===== src/mcs_pkg.sv =====
// Constants, codes and types of the MMC card state controller.
// Assumes a 10 MHz system clock; the MMC bus clock is sampled as data.
// Overview of operation
// - Identification uses only the command line
// - 1ms idle after completion: power saving
// - Power saving serves commands normally
// - Sleep command bit 15 selects sleep or wake
// - Asleep, only reset and sleep commands act
// - Sleep transitions end within timeout
// - Reset pin rising edge resets device
// - Reliable write keeps old data until programmed
// - Secure erase runs now; everyone waits
// - Secure erase overwrites then erases erase groups
// - Secure trim purges single 512B blocks
// - Trim erases 512B blocks without overwrite
// - Device and segment protection block writes
// - Priority interrupt aborts long operations
// - Priority interrupt via stop or status command
// - Only writes, erase, background start are interruptible
// - Addressed transfer-mode commands get responses
// - Select command toggles standby and transfer
// - Assigned address silences identification commands
// - Select command toggles disconnect and programming
// - Background start: busy until done
// - Bus width byte resets to zero
// - Only lowest data line used after reset
package mcs_pkg;
  localparam int CLK_HZ = 10_000_000;
  localparam int AUTO_SLEEP_MS = 1;
  localparam int AUTO_SLEEP_CYC = AUTO_SLEEP_MS * (CLK_HZ / 1000);
  localparam logic [5:0] NCR_CLKS = 6'h02;
  localparam logic [5:0] FRAME_LAST = 6'h2F;
  localparam logic [5:0] CRC_START = 6'h28;
  localparam logic [5:0] CRC_LAST = 6'h2E;
  localparam logic [5:0] FRAME_END = 6'h30;

  localparam logic [5:0] CMD_GO_IDLE = 6'h00;
  localparam logic [5:0] CMD_SEND_OP = 6'h01;
  localparam logic [5:0] CMD_ALL_CID = 6'h02;
  localparam logic [5:0] CMD_SET_RCA = 6'h03;
  localparam logic [5:0] CMD_SLEEP = 6'h05;
  localparam logic [5:0] CMD_SWITCH = 6'h06;
  localparam logic [5:0] CMD_SELECT = 6'h07;
  localparam logic [5:0] CMD_STOP = 6'h0C;
  localparam logic [5:0] CMD_STATUS = 6'h0D;
  localparam logic [5:0] CMD_WRITE_BLK = 6'h18;
  localparam logic [5:0] CMD_WRITE_MULT = 6'h19;
  localparam logic [5:0] CMD_ERASE_START = 6'h23;
  localparam logic [5:0] CMD_ERASE = 6'h26;
  localparam logic [5:0] R3_INDEX = 6'h3F;

  localparam logic [31:0] ARG_RESET = 32'h0000_0000;
  localparam logic [31:0] ARG_RESET_ALT = 32'hF0F0_F0F0;
  localparam logic [31:0] ARG_TRIM = 32'h0000_0001;
  localparam logic [31:0] ARG_SEC_ERASE = 32'h8000_0000;
  localparam logic [31:0] ARG_SEC_TRIM = 32'h8000_0001;
  localparam int SLEEP_BIT = 15;
  localparam int HPI_BIT = 0;
  localparam logic [1:0] SW_WRITE_BYTE = 2'h3;
  localparam logic [7:0] EXT_BG_START = 8'hA4;
  localparam logic [7:0] EXT_BUS_WIDTH = 8'hB7;
  localparam logic [7:0] EXT_HS_SEL = 8'hB9;
  localparam logic [7:0] HPI_FEATURES = 8'h03;
  localparam int HPI_IMPL_BIT = 1;
  localparam logic [7:0] BUS_WIDTH_RST = 8'h00;
  localparam logic [7:0] HS_SEL_RST = 8'h00;
  localparam int SEG_BITS = 3;
  localparam int SEG_LSB = 22;

  localparam int ST_WP_VIOL = 26;
  localparam int ST_CRC_ERR = 23;
  localparam int ST_ILLEGAL = 22;
  localparam int ST_STATE_LSB = 9;
  localparam int ST_READY = 8;
  localparam logic [3:0] CS_IDLE = 4'h0;
  localparam logic [3:0] CS_READY = 4'h1;
  localparam logic [3:0] CS_IDENT = 4'h2;
  localparam logic [3:0] CS_STBY = 4'h3;
  localparam logic [3:0] CS_TRAN = 4'h4;
  localparam logic [3:0] CS_PRG = 4'h7;
  localparam logic [3:0] CS_DIS = 4'h8;
  localparam logic [3:0] CS_SLP = 4'hA;

  localparam logic [3:0] REG_STATUS = 4'h0;
  localparam logic [3:0] REG_RCA = 4'h4;
  localparam logic [3:0] REG_WP = 4'h8;
  localparam logic [3:0] REG_FLAGS = 4'hC;

  typedef enum logic [3:0] {
    S_IDLE, S_READY, S_IDENT, S_STBY, S_TRAN, S_PRG, S_DIS, S_SLP
  } mcs_state_t;
  typedef enum logic [3:0] {
    OP_NONE, OP_PROG, OP_ERASE, OP_TRIM, OP_SERASE, OP_STRIM, OP_BKOPS, OP_SLEEP, OP_WAKE
  } mcs_op_t;
  typedef enum logic [1:0] {L_IDLE, L_RX, L_WAIT, L_TX} mcs_link_t;
endpackage


===== src/mcs_crc_if.sv =====
// Serial CRC7 request and result bundle.
// Driven by the card controller, served by the CRC engine.
`timescale 1ns/10ps
interface mcs_crc_if;
  logic clr;
  logic en;
  logic din;
  logic [6:0] crc;
  modport gen (input clr, input en, input din, output crc);
  modport user (output clr, output en, input crc, output din);
endinterface


===== src/mcs_card_ctrl.sv =====
// Card command interpreter and state control of an embedded MMC device.
// Assumes MMC clock, command and hardware reset pins asynchronous to clk,
// and an MMC clock well below clk/4 so every bus edge is seen.
//
// The address map and register access over Avalon-MM are this design's own decisions.
`timescale 1ns/10ps
module mcs_card_ctrl
  import mcs_pkg::*;
#(
  parameter int AUTO_SLEEP_CYCLES = AUTO_SLEEP_CYC,
  parameter logic [31:0] SA_CYCLES = 32'h40,
  parameter logic [31:0] PROG_CYCLES = 32'h20,
  parameter logic [31:0] ERASE_CYCLES = 32'h40,
  parameter logic [31:0] OVW_CYCLES = 32'h20,
  parameter logic [31:0] BKOPS_CYCLES = 32'h80,
  parameter logic [31:0] OCR = 32'h80FF_8000,
  // Identification word value is arbitrary
  parameter logic [31:0] CID_WORD = 32'h1234_5678
) (
  input wire logic clk,
  input wire logic rst_n,
  input wire logic [3:0] avs_address,
  input wire logic avs_read,
  input wire logic avs_write,
  input wire logic [31:0] avs_writedata,
  output logic [31:0] avs_readdata,
  output logic avs_waitrequest,
  input wire logic mmc_clk,
  input wire logic mmc_cmd_i,
  output logic mmc_cmd_o,
  output logic mmc_cmd_oe,
  input wire logic mmc_dat0_i,
  output logic mmc_dat0_o,
  output logic mmc_dat0_oe,
  input wire logic hw_rst_n,
  output logic power_save,
  output logic [7:0] bus_width,
  output logic [7:0] high_speed_timing_select,
  output logic [3:0] mem_op,
  output logic mem_overwrite,
  output logic mem_block_unit,
  output logic mem_commit,
  output logic mem_abort
);
  logic [2:0] pins_s;
  logic clk_prev_q, hw_prev_q;
  mcs_link_t link_q;
  mcs_state_t state_q, nst, end_st;
  mcs_op_t op_q, nop;
  logic [5:0] cnt_q;
  logic [47:0] rx_q, tx_q;
  logic done_q, raw_q, out_q, drive_q;
  logic [15:0] rca_q;
  logic [31:0] op_cnt_q, ers_addr_q, op_load, status_w;
  logic purge_q, commit_q, abort_q;
  logic ill_q, wpv_q, crc_err_q;
  logic [7:0] bus_width_q, hs_q;
  logic [31:0] idle_cnt_q;
  logic psave_q;
  logic perm_wp_q, tmp_wp_q;
  logic [7:0] seg_perm_q, seg_pwr_q, seg_tmp_q;
  logic ack_q;
  logic [31:0] rdata_q;
  logic rsp, raw, ill, wpv;
  logic [3:0] st_code;

  mcs_sync #(.WIDTH(3), .RST_VAL(3'h7)) u_sync (
    .clk(clk),
    .rst_n(rst_n),
    .d({hw_rst_n, mmc_cmd_i, mmc_clk}),
    .sync_q(pins_s)
  );
  mcs_crc_if crc_b();
  mcs_crc7 u_crc (
    .clk(clk),
    .rst_n(rst_n),
    .bus(crc_b.gen)
  );

  wire clk_s = pins_s[0];
  wire cmd_s = pins_s[1];
  wire hw_s = pins_s[2];
  wire rise = clk_s && !clk_prev_q;
  wire fall = !clk_s && clk_prev_q;
  wire hw_rise = hw_s && !hw_prev_q;
  wire start_bit = rise && link_q == L_IDLE && !cmd_s;

  // Frame fields, valid in the cycle after the last bit
  wire [5:0] idx = rx_q[45:40];
  wire [31:0] arg = rx_q[39:8];
  wire crc_ok = rx_q[46] && rx_q[0] && rx_q[7:1] == crc_b.crc;
  wire own = arg[31:16] == rca_q;
  wire rca_set = rca_q != 16'h0;
  wire busy = op_q != OP_NONE;
  wire is_reset = idx == CMD_GO_IDLE && (arg == ARG_RESET || arg == ARG_RESET_ALT);
  wire op_irq = op_q inside {OP_PROG, OP_ERASE, OP_TRIM, OP_SERASE, OP_STRIM, OP_BKOPS};
  wire hpi_cmd12 = HPI_FEATURES[HPI_IMPL_BIT];
  wire hpi_hit = arg[HPI_BIT] && op_irq
    && ((idx == CMD_STOP && hpi_cmd12) || (idx == CMD_STATUS && own && !hpi_cmd12));
  wire sleep_ok = state_q != S_SLP || idx == CMD_GO_IDLE || idx == CMD_SLEEP;
  // Any running operation blocks new commands until done; reset, stop, status and select still pass
  wire busy_ok = !busy || idx inside {CMD_GO_IDLE, CMD_STOP, CMD_STATUS, CMD_SELECT};
  wire take = done_q && crc_ok && sleep_ok && busy_ok;
  wire soft_rst = hw_rise || (take && is_reset);
  wire sw_wr = take && idx == CMD_SWITCH && state_q == S_TRAN && arg[25:24] == SW_WRITE_BYTE;
  wire hpi_abort = take && hpi_hit;
  wire op_last = busy && op_cnt_q == 32'h0;
  wire op_end = op_last && !purge_q;

  function automatic logic wp_hit(input logic [31:0] addr, input logic [7:0] sp,
                                  input logic [7:0] sw, input logic [7:0] st,
                                  input logic perm, input logic tmp);
    logic [SEG_BITS-1:0] seg;
    seg = addr[SEG_LSB +: SEG_BITS];
    wp_hit = perm || tmp || sp[seg] || sw[seg] || st[seg];
  endfunction

  wire wp_wr = wp_hit(arg, seg_perm_q, seg_pwr_q, seg_tmp_q, perm_wp_q, tmp_wp_q);
  wire wp_er = wp_hit(ers_addr_q, seg_perm_q, seg_pwr_q, seg_tmp_q, perm_wp_q, tmp_wp_q);

  always_comb begin
    nst = state_q;
    nop = OP_NONE;
    rsp = 1'b0;
    raw = 1'b0;
    ill = 1'b0;
    wpv = 1'b0;
    case (idx)
      CMD_GO_IDLE: begin
        if (is_reset) nst = S_IDLE;
      end
      CMD_SEND_OP: begin
        if (state_q == S_IDLE && !rca_set) begin
          nst = S_READY;
          rsp = 1'b1;
          raw = 1'b1;
        end
      end
      CMD_ALL_CID: begin
        if (state_q == S_READY && !rca_set) begin
          nst = S_IDENT;
          rsp = 1'b1;
        end
      end
      CMD_SET_RCA: begin
        if (state_q == S_IDENT && !rca_set && arg[31:16] != 16'h0) begin
          nst = S_STBY;
          rsp = 1'b1;
        end
      end
      CMD_SLEEP: begin
        if (own && state_q == S_STBY && arg[SLEEP_BIT]) begin
          nop = OP_SLEEP;
          rsp = 1'b1;
        end else if (own && state_q == S_SLP && !arg[SLEEP_BIT]) begin
          nop = OP_WAKE;
          rsp = 1'b1;
        end
      end
      CMD_SELECT: begin
        case (state_q)
          S_STBY: if (own) begin
            nst = S_TRAN;
            rsp = 1'b1;
          end
          S_TRAN: if (own) ill = 1'b1; else nst = S_STBY;
          S_DIS: if (own) begin
            nst = S_PRG;
            rsp = 1'b1;
          end
          S_PRG: if (own) ill = 1'b1; else nst = S_DIS;
          default: ill = 1'b0;
        endcase
      end
      CMD_SWITCH: begin
        if (state_q == S_TRAN) begin
          rsp = 1'b1;
          if (sw_wr && arg[23:16] == EXT_BG_START) begin
            nop = OP_BKOPS;
            nst = S_PRG;
          end
        end
      end
      CMD_STOP: begin
        if (state_q == S_TRAN || state_q == S_PRG) rsp = 1'b1;
      end
      CMD_STATUS: begin
        if (own && rca_set && state_q != S_SLP) rsp = 1'b1;
      end
      CMD_WRITE_BLK, CMD_WRITE_MULT: begin
        if (state_q == S_TRAN) begin
          rsp = 1'b1;
          if (wp_wr) begin
            wpv = 1'b1;
          end else begin
            nop = OP_PROG;
            nst = S_PRG;
          end
        end
      end
      CMD_ERASE_START: begin
        if (state_q == S_TRAN) rsp = 1'b1;
      end
      CMD_ERASE: begin
        if (state_q == S_TRAN) begin
          rsp = 1'b1;
          nst = S_PRG;
          if (wp_er) begin
            wpv = 1'b1;
            nst = S_TRAN;
          end else if (arg == ARG_TRIM) nop = OP_TRIM;
          else if (arg == ARG_SEC_ERASE) nop = OP_SERASE;
          else if (arg == ARG_SEC_TRIM) nop = OP_STRIM;
          else nop = OP_ERASE;
        end
      end
      default: begin
        ill = state_q == S_TRAN;
        rsp = state_q == S_TRAN;
      end
    endcase
    if (hpi_hit) nst = (state_q == S_DIS) ? S_STBY : S_TRAN;
  end

  always_comb begin
    case (op_q)
      OP_SLEEP: end_st = S_SLP;
      OP_WAKE: end_st = S_STBY;
      default: end_st = (state_q == S_DIS) ? S_STBY : S_TRAN;
    endcase
  end

  always_comb begin
    case (nop)
      OP_PROG: op_load = PROG_CYCLES;
      OP_SERASE, OP_STRIM: op_load = OVW_CYCLES;
      OP_BKOPS: op_load = BKOPS_CYCLES;
      OP_SLEEP, OP_WAKE: op_load = SA_CYCLES;
      default: op_load = ERASE_CYCLES;
    endcase
  end

  always_comb begin
    case (state_q)
      S_READY: st_code = CS_READY;
      S_IDENT: st_code = CS_IDENT;
      S_STBY: st_code = CS_STBY;
      S_TRAN: st_code = CS_TRAN;
      S_PRG: st_code = CS_PRG;
      S_DIS: st_code = CS_DIS;
      S_SLP: st_code = CS_SLP;
      default: st_code = CS_IDLE;
    endcase
    status_w = 32'h0;
    status_w[ST_WP_VIOL] = wpv_q;
    status_w[ST_CRC_ERR] = crc_err_q;
    status_w[ST_ILLEGAL] = ill_q;
    status_w[ST_STATE_LSB +: 4] = st_code;
    status_w[ST_READY] = !busy;
  end

  wire [31:0] rsp_arg = raw ? OCR : (idx == CMD_ALL_CID) ? CID_WORD : status_w;
  wire [5:0] rsp_idx = raw ? R3_INDEX : idx;
  wire load_rsp = take && rsp;
  wire [2:0] crc_sel = 3'(CRC_LAST - cnt_q);
  wire tx_bit = (cnt_q < CRC_START) ? tx_q[47]
    : (cnt_q <= CRC_LAST && !raw_q) ? crc_b.crc[crc_sel] : 1'b1;

  assign crc_b.clr = link_q == L_IDLE || link_q == L_WAIT;
  assign crc_b.en = (link_q == L_RX && rise && cnt_q < CRC_START)
    || (link_q == L_TX && fall && cnt_q < CRC_START);
  assign crc_b.din = (link_q == L_TX) ? tx_q[47] : cmd_s;

  always_ff @(posedge clk) begin
    if (!rst_n) begin
      clk_prev_q <= 1'b1;
      hw_prev_q <= 1'b1;
    end else begin
      clk_prev_q <= clk_s;
      hw_prev_q <= hw_s;
    end
  end

  // Receive, turnaround and response shifter
  always_ff @(posedge clk) begin
    if (!rst_n || hw_rise) begin
      link_q <= L_IDLE;
      cnt_q <= 6'h00;
      rx_q <= '0;
      tx_q <= '0;
      done_q <= 1'b0;
      raw_q <= 1'b0;
      out_q <= 1'b1;
      drive_q <= 1'b0;
    end else begin
      done_q <= link_q == L_RX && rise && cnt_q == FRAME_LAST;
      case (link_q)
        L_IDLE: begin
          if (load_rsp) begin
            link_q <= L_WAIT;
            tx_q <= {2'h0, rsp_idx, rsp_arg, 8'h01};
            raw_q <= raw;
            cnt_q <= 6'h00;
          end else if (start_bit) begin
            link_q <= L_RX;
            rx_q <= {rx_q[46:0], cmd_s};
            cnt_q <= 6'h01;
          end
        end
        L_RX: if (rise) begin
          rx_q <= {rx_q[46:0], cmd_s};
          cnt_q <= cnt_q + 6'h01;
          if (cnt_q == FRAME_LAST) link_q <= L_IDLE;
        end
        L_WAIT: if (rise) begin
          cnt_q <= cnt_q + 6'h01;
          if (cnt_q == NCR_CLKS - 6'h01) begin
            link_q <= L_TX;
            cnt_q <= 6'h00;
          end
        end
        L_TX: if (fall) begin
          cnt_q <= cnt_q + 6'h01;
          out_q <= tx_bit;
          tx_q <= {tx_q[46:0], 1'b1};
          drive_q <= cnt_q != FRAME_END;
          if (cnt_q == FRAME_END) begin
            link_q <= L_IDLE;
            out_q <= 1'b1;
          end
        end
        default: link_q <= L_IDLE;
      endcase
    end
  end

  wire id_mode = state_q inside {S_IDLE, S_READY, S_IDENT};
  assign mmc_cmd_o = out_q;
  // Open drain in identification: devices share the line
  assign mmc_cmd_oe = drive_q && (!id_mode || !out_q);
  // Busy uses only the lowest data line
  assign mmc_dat0_o = 1'b0;
  assign mmc_dat0_oe = busy && !id_mode;

  always_ff @(posedge clk) begin
    if (!rst_n || soft_rst) begin
      state_q <= S_IDLE;
      rca_q <= 16'h0;
    end else if (take) begin
      state_q <= nst;
      if (idx == CMD_SET_RCA && nst == S_STBY) rca_q <= arg[31:16];
    end else if (op_end) begin
      state_q <= end_st;
    end
  end

  // Purge: overwrite first, then erase
  always_ff @(posedge clk) begin
    if (!rst_n || soft_rst) begin
      op_q <= OP_NONE;
      op_cnt_q <= 32'h0;
      purge_q <= 1'b0;
      ers_addr_q <= 32'h0;
    end else if (hpi_abort) begin
      op_q <= OP_NONE;
      purge_q <= 1'b0;
    end else if (take && nop != OP_NONE) begin
      op_q <= nop;
      op_cnt_q <= op_load;
      purge_q <= nop == OP_SERASE || nop == OP_STRIM;
    end else if (op_last && purge_q) begin
      purge_q <= 1'b0;
      op_cnt_q <= ERASE_CYCLES;
    end else if (op_end) begin
      op_q <= OP_NONE;
    end else if (busy) begin
      op_cnt_q <= op_cnt_q - 32'h1;
    end
    if (rst_n && !soft_rst && take && idx == CMD_ERASE_START) ers_addr_q <= arg;
  end

  // Data turns current only at full completion
  always_ff @(posedge clk) begin
    if (!rst_n) begin
      commit_q <= 1'b0;
      abort_q <= 1'b0;
    end else begin
      commit_q <= op_end && op_q == OP_PROG;
      abort_q <= hpi_abort || (hw_rise && busy);
    end
  end

  assign mem_op = op_q;
  assign mem_overwrite = purge_q;
  assign mem_block_unit = op_q == OP_TRIM || op_q == OP_STRIM;
  assign mem_commit = commit_q;
  assign mem_abort = abort_q;

  // A new flag event wins over the clear by a response
  always_ff @(posedge clk) begin
    if (!rst_n || soft_rst) begin
      ill_q <= 1'b0;
      wpv_q <= 1'b0;
      crc_err_q <= 1'b0;
    end else begin
      ill_q <= (ill_q && !load_rsp) || (take && ill);
      wpv_q <= (wpv_q && !load_rsp) || (take && wpv);
      crc_err_q <= (crc_err_q && !load_rsp) || (done_q && !crc_ok);
    end
  end

  always_ff @(posedge clk) begin
    if (!rst_n || soft_rst) begin
      bus_width_q <= BUS_WIDTH_RST;
      hs_q <= HS_SEL_RST;
    end else if (sw_wr && arg[23:16] == EXT_BUS_WIDTH) begin
      bus_width_q <= arg[15:8];
    end else if (sw_wr && arg[23:16] == EXT_HS_SEL) begin
      hs_q <= arg[15:8];
    end
  end
  assign bus_width = bus_width_q;
  assign high_speed_timing_select = hs_q;

  always_ff @(posedge clk) begin
    if (!rst_n || start_bit || busy || link_q != L_IDLE) begin
      idle_cnt_q <= 32'h0;
      psave_q <= 1'b0;
    end else if (idle_cnt_q == 32'(AUTO_SLEEP_CYCLES - 1)) begin
      psave_q <= 1'b1;
    end else begin
      idle_cnt_q <= idle_cnt_q + 32'h1;
    end
  end
  assign power_save = psave_q;

  // One wait state; data taken where waitrequest is low
  wire req = avs_read || avs_write;
  wire wr_en = avs_write && ack_q && avs_address == REG_WP;
  assign avs_waitrequest = req && !ack_q;
  wire [31:0] rd_mux = (avs_address == REG_STATUS)
      ? {HPI_FEATURES, bus_width_q, 4'h0, hs_q[0], purge_q, psave_q, busy, op_q, st_code}
    : (avs_address == REG_RCA) ? {16'h0, rca_q}
    : (avs_address == REG_WP) ? {seg_tmp_q, seg_pwr_q, seg_perm_q, 6'h00, tmp_wp_q, perm_wp_q}
    : (avs_address == REG_FLAGS) ? {26'h0, rx_q[45:43], crc_err_q, wpv_q, ill_q}
    : 32'h0;

  always_ff @(posedge clk) begin
    if (!rst_n) begin
      ack_q <= 1'b0;
      rdata_q <= 32'h0;
    end else begin
      ack_q <= req && !ack_q;
      if (avs_read && !ack_q) rdata_q <= rd_mux;
    end
  end
  assign avs_readdata = rdata_q;

  // Permanent bits set-only; power-on bits clear on hardware reset
  always_ff @(posedge clk) begin
    if (!rst_n) begin
      perm_wp_q <= 1'b0;
      tmp_wp_q <= 1'b0;
      seg_perm_q <= 8'h00;
      seg_pwr_q <= 8'h00;
      seg_tmp_q <= 8'h00;
    end else if (hw_rise) begin
      seg_pwr_q <= 8'h00;
    end else if (wr_en) begin
      perm_wp_q <= perm_wp_q || avs_writedata[0];
      tmp_wp_q <= avs_writedata[1];
      seg_perm_q <= seg_perm_q | avs_writedata[15:8];
      seg_pwr_q <= seg_pwr_q | avs_writedata[23:16];
      seg_tmp_q <= avs_writedata[31:24];
    end
  end
endmodule


===== src/mcs_sync.sv =====
// Two-flop synchroniser and CRC7 engine of the card controller.
// Inputs to the synchroniser are asynchronous to clk.
`timescale 1ns/10ps
module mcs_sync #(
  parameter int WIDTH = 1,
  parameter logic [WIDTH-1:0] RST_VAL = '0
) (
  input wire logic clk,
  input wire logic rst_n,
  input wire logic [WIDTH-1:0] d,
  output logic [WIDTH-1:0] sync_q
);
  logic [WIDTH-1:0] meta_q;
  always_ff @(posedge clk) begin
    if (!rst_n) begin
      meta_q <= RST_VAL;
      sync_q <= RST_VAL;
    end else begin
      meta_q <= d;
      sync_q <= meta_q;
    end
  end
endmodule

module mcs_crc7 (
  input wire logic clk,
  input wire logic rst_n,
  mcs_crc_if.gen bus
);
  logic [6:0] crc_q;
  wire fb = bus.din ^ crc_q[6];
  // Polynomial x^7 + x^3 + 1
  always_ff @(posedge clk) begin
    if (!rst_n || bus.clr) begin
      crc_q <= 7'h00;
    end else if (bus.en) begin
      crc_q <= {crc_q[5:0], 1'b0} ^ {3'h0, fb, 2'h0, fb};
    end
  end
  assign bus.crc = crc_q;
endmodule


===== config.mk =====
export PLATFORM = sky130hd
export DESIGN_NAME = mcs_card_ctrl
export DESIGN_NICKNAME = d
export VERILOG_FILES = /design/src/mcs_pkg.sv /design/src/mcs_crc_if.sv /design/src/mcs_card_ctrl.sv /design/src/mcs_sync.sv
export SDC_FILE = /design/constraint.sdc
export NUM_CORES = 1
export LEC_CHECK = 0
export BUFFER_PORTS_ARGS = -buffer_cell sky130_fd_sc_hd__buf_4
export CORE_MARGIN = 8
export CORE_UTILIZATION = 25
export DETAILED_ROUTE_END_ITERATION = 12
export PLACE_DENSITY = 0.46
export SETUP_SLACK_MARGIN = 0.3
export SLEW_MARGIN = 10
export SYNTH_ARGS = -nofsm -noshare
export SYNTH_HDL_FRONTEND = slang
export SYNTH_SLANG_ARGS = --single-unit

===== constraint.sdc =====
create_clock -name clk -period 3.6 [get_ports clk]
set_input_delay 0 -clock clk [delete_from_list [all_inputs] [get_ports clk]]
set_output_delay 0 -clock clk [all_outputs]
set_load 0.03 [all_outputs]

Word-level counts from Yosys, hierarchy flattened. Index checks and enable logic that the tools add are counted.

Add/sub/neg operators: 4. $lt $le $gt $ge: 5. Equality and inequality tests: 66. Muxes and demuxes: 113. Bitwise gates (word level): 8. Reduce and logical (&&, ||, !) cells: 146.

Operator list (number): 2-to-1 mux 32 bit (8); 2-to-1 mux 47 bit (3); equality test 32 bit, second input constant (3); 2-to-1 mux 48 bit (2); case mux 48 bit (2 select lines) (1); case mux 47 bit (2 select lines) (1); 2-to-1 mux 4 bit (21); zero test 32 bit (2); logical AND 1 bit (60); 2-to-1 mux 25 bit (2); equality test 4 x 3 -> 1 bit, second input constant (12); 2-to-1 mux 6 bit (8); adder 32 x 1 -> 32 bit, second input constant (1); equality test 32 x 1 -> 1 bit, second input constant (1); equality test 32 x 14 -> 1 bit, second input constant (1); 2-to-1 mux 1 bit (32); case mux 4 bit (4 select lines) (2); case mux 4 bit (8 select lines) (1); nonzero test 16 bit (2); subtractor 32 x 1 -> 32 bit, second input constant (1); logical OR 1 bit (30); 2-to-1 mux 29 bit (1); case mux 4 bit (7 select lines) (1); equality test 6 bit, second input constant (4); other kinds (53) (142).

Flip-flop bits (word level): 317. Input port bits: 44. Output and inout bits: 62. Word-level logic and storage cells: 377.

Longest topological paths before layout.
Depth after elaboration: 16. Mapped depth: 12.

Modules after synthesis. From an unflattened synthesis, not the netlist that was laid out.

Cell total of the unflattened synthesis: 1672. Area total of the unflattened synthesis: 14020.9 um^2.

By module, submodules not included: mcs_card_ctrl (instances 1, cells each 1632, area an instance 13565.5 um^2, seq. area each 5675.4 um^2); mcs_crc7 (instances 1, cells each 28, area an instance 297.8 um^2, seq. area each 140.1 um^2); mcs_sync (instances 1, cells each 12, area an instance 157.7 um^2, seq. area each 120.1 um^2).

Worst setup path before layout. No wires, ideal clock.

Path type: register -> register. Start: register op_q[1], in the netlist mem_op[1]. End: register rca_q[10]. Setup time: 0.072 ns. Arrival: 2.794 ns. Setup slack: 0.734 ns. Stages on the path, launching flop included: 11. Clock period less this slack: 2.866 ns. Path through: dfxtp_1 -> clkbuf_1 -> or3_1 -> nand2_1 -> nor4b_1 -> a21oi_1 -> o221ai_1 -> nor3b_1 -> buf_4 -> buf_6 -> mux2i_1.

Word-level cells in the longest chain between the ends: 15. Elaborated cells between the ends (all ways): 27. Those cells by class: 7 x eq/ne; 4 x mux; 16 x reduce/logical.

Ends and longest elaborated chain: from (decl) (line mcs_card_ctrl.sv:49) `mcs_op_t op_q, nop;`; from (signal assigned) (line mcs_card_ctrl.sv:368) `op_q <= nop;`; nonzero test 4 bit (line mcs_card_ctrl.sv:94) `wire busy = op_q != OP_NONE;`; zero test 1 bit (line mcs_card_ctrl.sv:102) `wire busy_ok = !busy || idx inside {CMD_GO_IDLE, CMD_STOP, CMD_STATUS, CMD_SELECT};`; logical OR 1 bit (line mcs_card_ctrl.sv:102); logical AND 1 bit (line mcs_card_ctrl.sv:103) `wire take = done_q && crc_ok && sleep_ok && busy_ok;`; logical AND 1 bit (3 in a row) (line mcs_card_ctrl.sv:105) `wire sw_wr = take && idx == CMD_SWITCH && state_q == S_TRAN && arg[25:24] == SW_WRITE_BYTE;`; logical AND 1 bit (line mcs_card_ctrl.sv:178) `if (sw_wr && arg[23:16] == EXT_BG_START) begin`; 2-to-1 mux 4 bit (line mcs_card_ctrl.sv:178); 2-to-1 mux 4 bit (line mcs_card_ctrl.sv:176) `if (state_q == S_TRAN) begin`; case mux 4 bit (8 select lines) (line mcs_card_ctrl.sv:128) `case (idx)`; 2-to-1 mux 4 bit (line mcs_card_ctrl.sv:222) `if (hpi_hit) nst = (state_q == S_DIS) ? S_STBY : S_TRAN;`; equality test 4 x 2 -> 1 bit (line mcs_card_ctrl.sv:351) `if (idx == CMD_SET_RCA && nst == S_STBY) rca_q <= arg[31:16];`; logical AND 1 bit (line mcs_card_ctrl.sv:351); AND reduction 2 bit (no line); to (signal assigned) (line mcs_card_ctrl.sv:351); to (decl) (line mcs_card_ctrl.sv:53) `logic [15:0] rca_q;`.

Parallel ways exist; a longest one is shown, timed or not. A chain may end at the register's enable or synchronous reset.

Worst setup path in the final report.
Start: register rx_q[41]. End: register rx_q[5].

Word-level cells in the longest chain between the ends: 8. Elaborated cells between the ends (all ways): 24. Those cells by class: 13 x eq/ne; 1 x mux; 10 x reduce/logical.

Ends and longest elaborated chain: from (decl) (line mcs_card_ctrl.sv:51) `logic [47:0] rx_q, tx_q;`; from (signal assigned) (line mcs_card_ctrl.sv:306) `rx_q <= {rx_q[46:0], cmd_s};`; from (signal assigned) (line mcs_card_ctrl.sv:311) `rx_q <= {rx_q[46:0], cmd_s};`; branches (longest 5 deep; another with case mux 1 bit (9 select lines)); logical AND 1 bit (*) (line mcs_card_ctrl.sv:264) `wire load_rsp = take && rsp;`; != test 2 bit (no line) (*); AND reduction 4 bit (no line) (*).

Mark *: on every way between the ends.

==> flow_summary.ini <==
[outcome]
run_status = finished, final reports clean

[worst_setup_path]
critPathMaxFanout = 13
worst_setup_path_start_kind = register
worst_path_largest_cell_delay_ns = 0.72
cpMaxStageDelayCell = nor2_2
cp_data_required_time_ns = 4.00
path_class = register to register
cp-end-kind = register
path_cells = nand2b_1 > a2111oi_0 > buf_4 > o21ai_1 > a211oi_1 > a2111oi_2 > nor2_2 > mux2i_1 > nor2_1
critPathArrivalTime_ns = 3.65

[clock_network]
cts_max_level = 2
cts_tree = done
cts_buffers = 38
cts_buffer_depth = 3
clk_pin_slew_ns = 0.05
clk_latency_ns = 0.56
cts_root_buf = clkbuf_16
cts.sinks = 295

[yosys]
synth_seq_cells = 295
post_synth_inst_count = 1609
syn-mean-instance-area_um2 = 8.61
yosys_warnings = 0
syn_area_um2 = 13900
syn-num-nets = 1659
yosys-top-cells-area = dfxtp_1 42%, mux2i_1 6.9%, nor2_1 5.6%
yosysUniqueCellTypes = 81
synth_area_leader_cell = dfxtp_1
ys_async_sr_fraction_pct = 0
synthFlopType = dfxtp_1
yosysSeqAreaShare_pct = 42.8
synth_edf_count = 3
yosysTopAreaCellShare_pct = 42.2

[finish]
final_common_cell = dfxtp_1
n_antenna_cell = 0
fill_cells = 5694
finish.utilization_pct = 31.9
layout-drive-gt1-share_pct = 15.8
final_cells = 2527
final_cell_mix = 289 x dfxtp_1, 203 x nor2_1, 163 x buf_4
multi_input_area_um2 = 7540
num-nets-final = 1801
synthToLayoutAreaGrowth_pct = 26.6
fin_area_um2 = 17500
final-seq-area_um2 = 5940

[die]
dieArea_um2 = 63200
start_util_pct = 25.2
num_rows = 86
placeableCoreArea_um2 = 55000
pin_count = 106
fp.dieH_um = 251
die_w_um = 251

[timing]
slew_viol_final = 0
setup_violations = 0
rsz0062_at_grt = true
hold_slack_ns = 0.0692
fin_crit_ns = 3.25
setup_ws_ns = 0.348
worst_slew_margin_rel_pct = 42.7
fmaxAchievable_mhz = 308
tightest_slew_ns = 0.859
skew_ns = 0.0351
period_share_pct = 90.3
finalSetupTns_ns = 0
hold_viol_final = 0

[pwr]
ir_drop_mv = 0.361
cellPowerDensity_nw_per_um2 = 435
leakage_nw = 6.60
finalPower_mw = 7.63

[detailed_routing]
wire_per_inst_um = 17.7
viasPerCell = 4.86
drt_iter0_drc = 905
drcViolationCount = 0
wl_um = 44800
final_antenna_net_count = 0
vias = 12278
first_pass_iters = 5

[global_route]
grt-ovfl-total = 0
antenna_found_initial = 0
grt_max_degree = 70
grt_pass1_vias = 11898
grt_first_pass_wirelength_um = 69400
track_usage_pct = 13.6

[placed_design]
place_congestion = 0.900
pre_cts_slack_ns = 0.133
dpl.hpwl_um = 31800
dp.cells = 2418
postPlaceCellArea_um2 = 15700
io_buffers = 97

[flow_run]
drv_cap = 0

[min_path]
holdCritPathClass = input port to register
-- per-layer routing --
metal	global-route usage, %	vias up	share of wire, %
li1	-	6047	-
met1	18.7	5905	48
met2	21.7	254	46
met3	2.18	72	4.1
met4	4.44	0	2.4
met5	0	-	0
-- layout make-up --
cell class	count	share of cell area, %
Timing Repair Buffer	208	9.83
Tap cell	748	5.34
Inverter	23	0.492
Clock inverter	16	1.33
Clock buffer	52	6.13
Sequential cell	295	33.9
Multi-Input combinational cell	1185	43.0
-- cell usage after synthesis (5+ instances only) --
library cell    n
a211oi_1       20
a21boi_0       17
a21oi_1        86
a221oi_1       19
a22o_1         23
a22oi_1         5
a31oi_1        11
and2_1         12
and3_1         12
buf_2          19
clkbuf_1       78
dfxtp_1       292
ha_1            6
inv_1          23
mux2i_1        95
nand2_1       158
nand2b_1       23
nand3_1        47
nand3b_1        7
nand4_1        24
nand4b_1        5
nor2_1        206
nor2b_1        23
nor3_1         45
nor3b_1        19
nor4_1         33
nor4b_1         6
o2111ai_1      12
o211a_1         7
o211ai_1       29
o21ai_0        44
o31ai_1         6
or2_2           7
or3_1          24
or4_1           6
xnor2_1        16
xor2_1         65
-- critical path: cells and delay by family, from the launching register on --
kind	cells	cell delay (ns)
DFF	1	0.43
and+or+nand+nor	3	0.97
muxes	1	0.27
AOI/OAI and AO/OA	4	1.23
buffers and inverters	1	0.20
-- report_power, final --
part	internal, mW	leakage [nW]	switching, mW	total (mW)
sequential	3.30	2.39	0.0200	3.32
combinational	0.133	3.57	0.202	0.335
clock	2.46	0.642	1.51	3.97
total	5.89	6.60	1.74	7.63
-- timing repair --
item,CTS,global route
setup buffers,0,2
endpoints found under the setup margin,50,104
hold buffers,37,0
hold endpoints to repair,45,0
gates cloned,0,2
gates resized for setup,3,22
pin swaps,1,4
-- cells by family (layout without fill, tap and decap cells) --
| family | Yosys count | count (layout) | synth area share [%] |
|---|---|---|---|
| DFF | 295 | 295 | 42.8 |
| buffers and inverters | 130 | 299 | 3.91 |
| adders and majority gates | 6 | 6 | 0.542 |
| muxes | 99 | 99 | 7.27 |
| other | 1 | 1 | 0.0271 |
| and+or+nand+nor | 678 | 679 | 24.3 |
| AOI/OAI and AO/OA | 319 | 319 | 16.0 |
| xor gates and xnor gates | 81 | 81 | 5.12 |
-- path summary, 6_finish.rpt --
| check | start | depth (start not counted) | slack (ns) | endpoint |
|---|---|---|---|---|
| setup / recovery | rx_q[41] | 9 | 0.35 | rx_q[5] |
| hold reg to reg | u_sync.meta_q[1] | 1 | 0.40 | u_sync.sync_q[1] |
| hold / removal | avs_address[3] | 5 | 0.07 | avs_readdata[6] |
| setup reg to reg | rx_q[41] | 9 | 0.35 | rx_q[5] |
-- registers in the layout (all words and copies together) (netlist names), 2 cells and up --
register	flops
bus_width	8
seg_tmp_q	8
u_sync.meta_q	3
tx_q	48
op_cnt_q	32
mem_op	4
u_crc.bus.crc	7
ers_addr_q	3
state_q	4
high_speed_timing_select	8
rca_q	16
avs_readdata	32
u_sync.sync_q	3
rx_q	47
seg_pwr_q	8
cnt_q	6
link_q	2
idle_cnt_q	32
seg_perm_q	8
No activity file was read; power rests on OpenSTA's default activity.
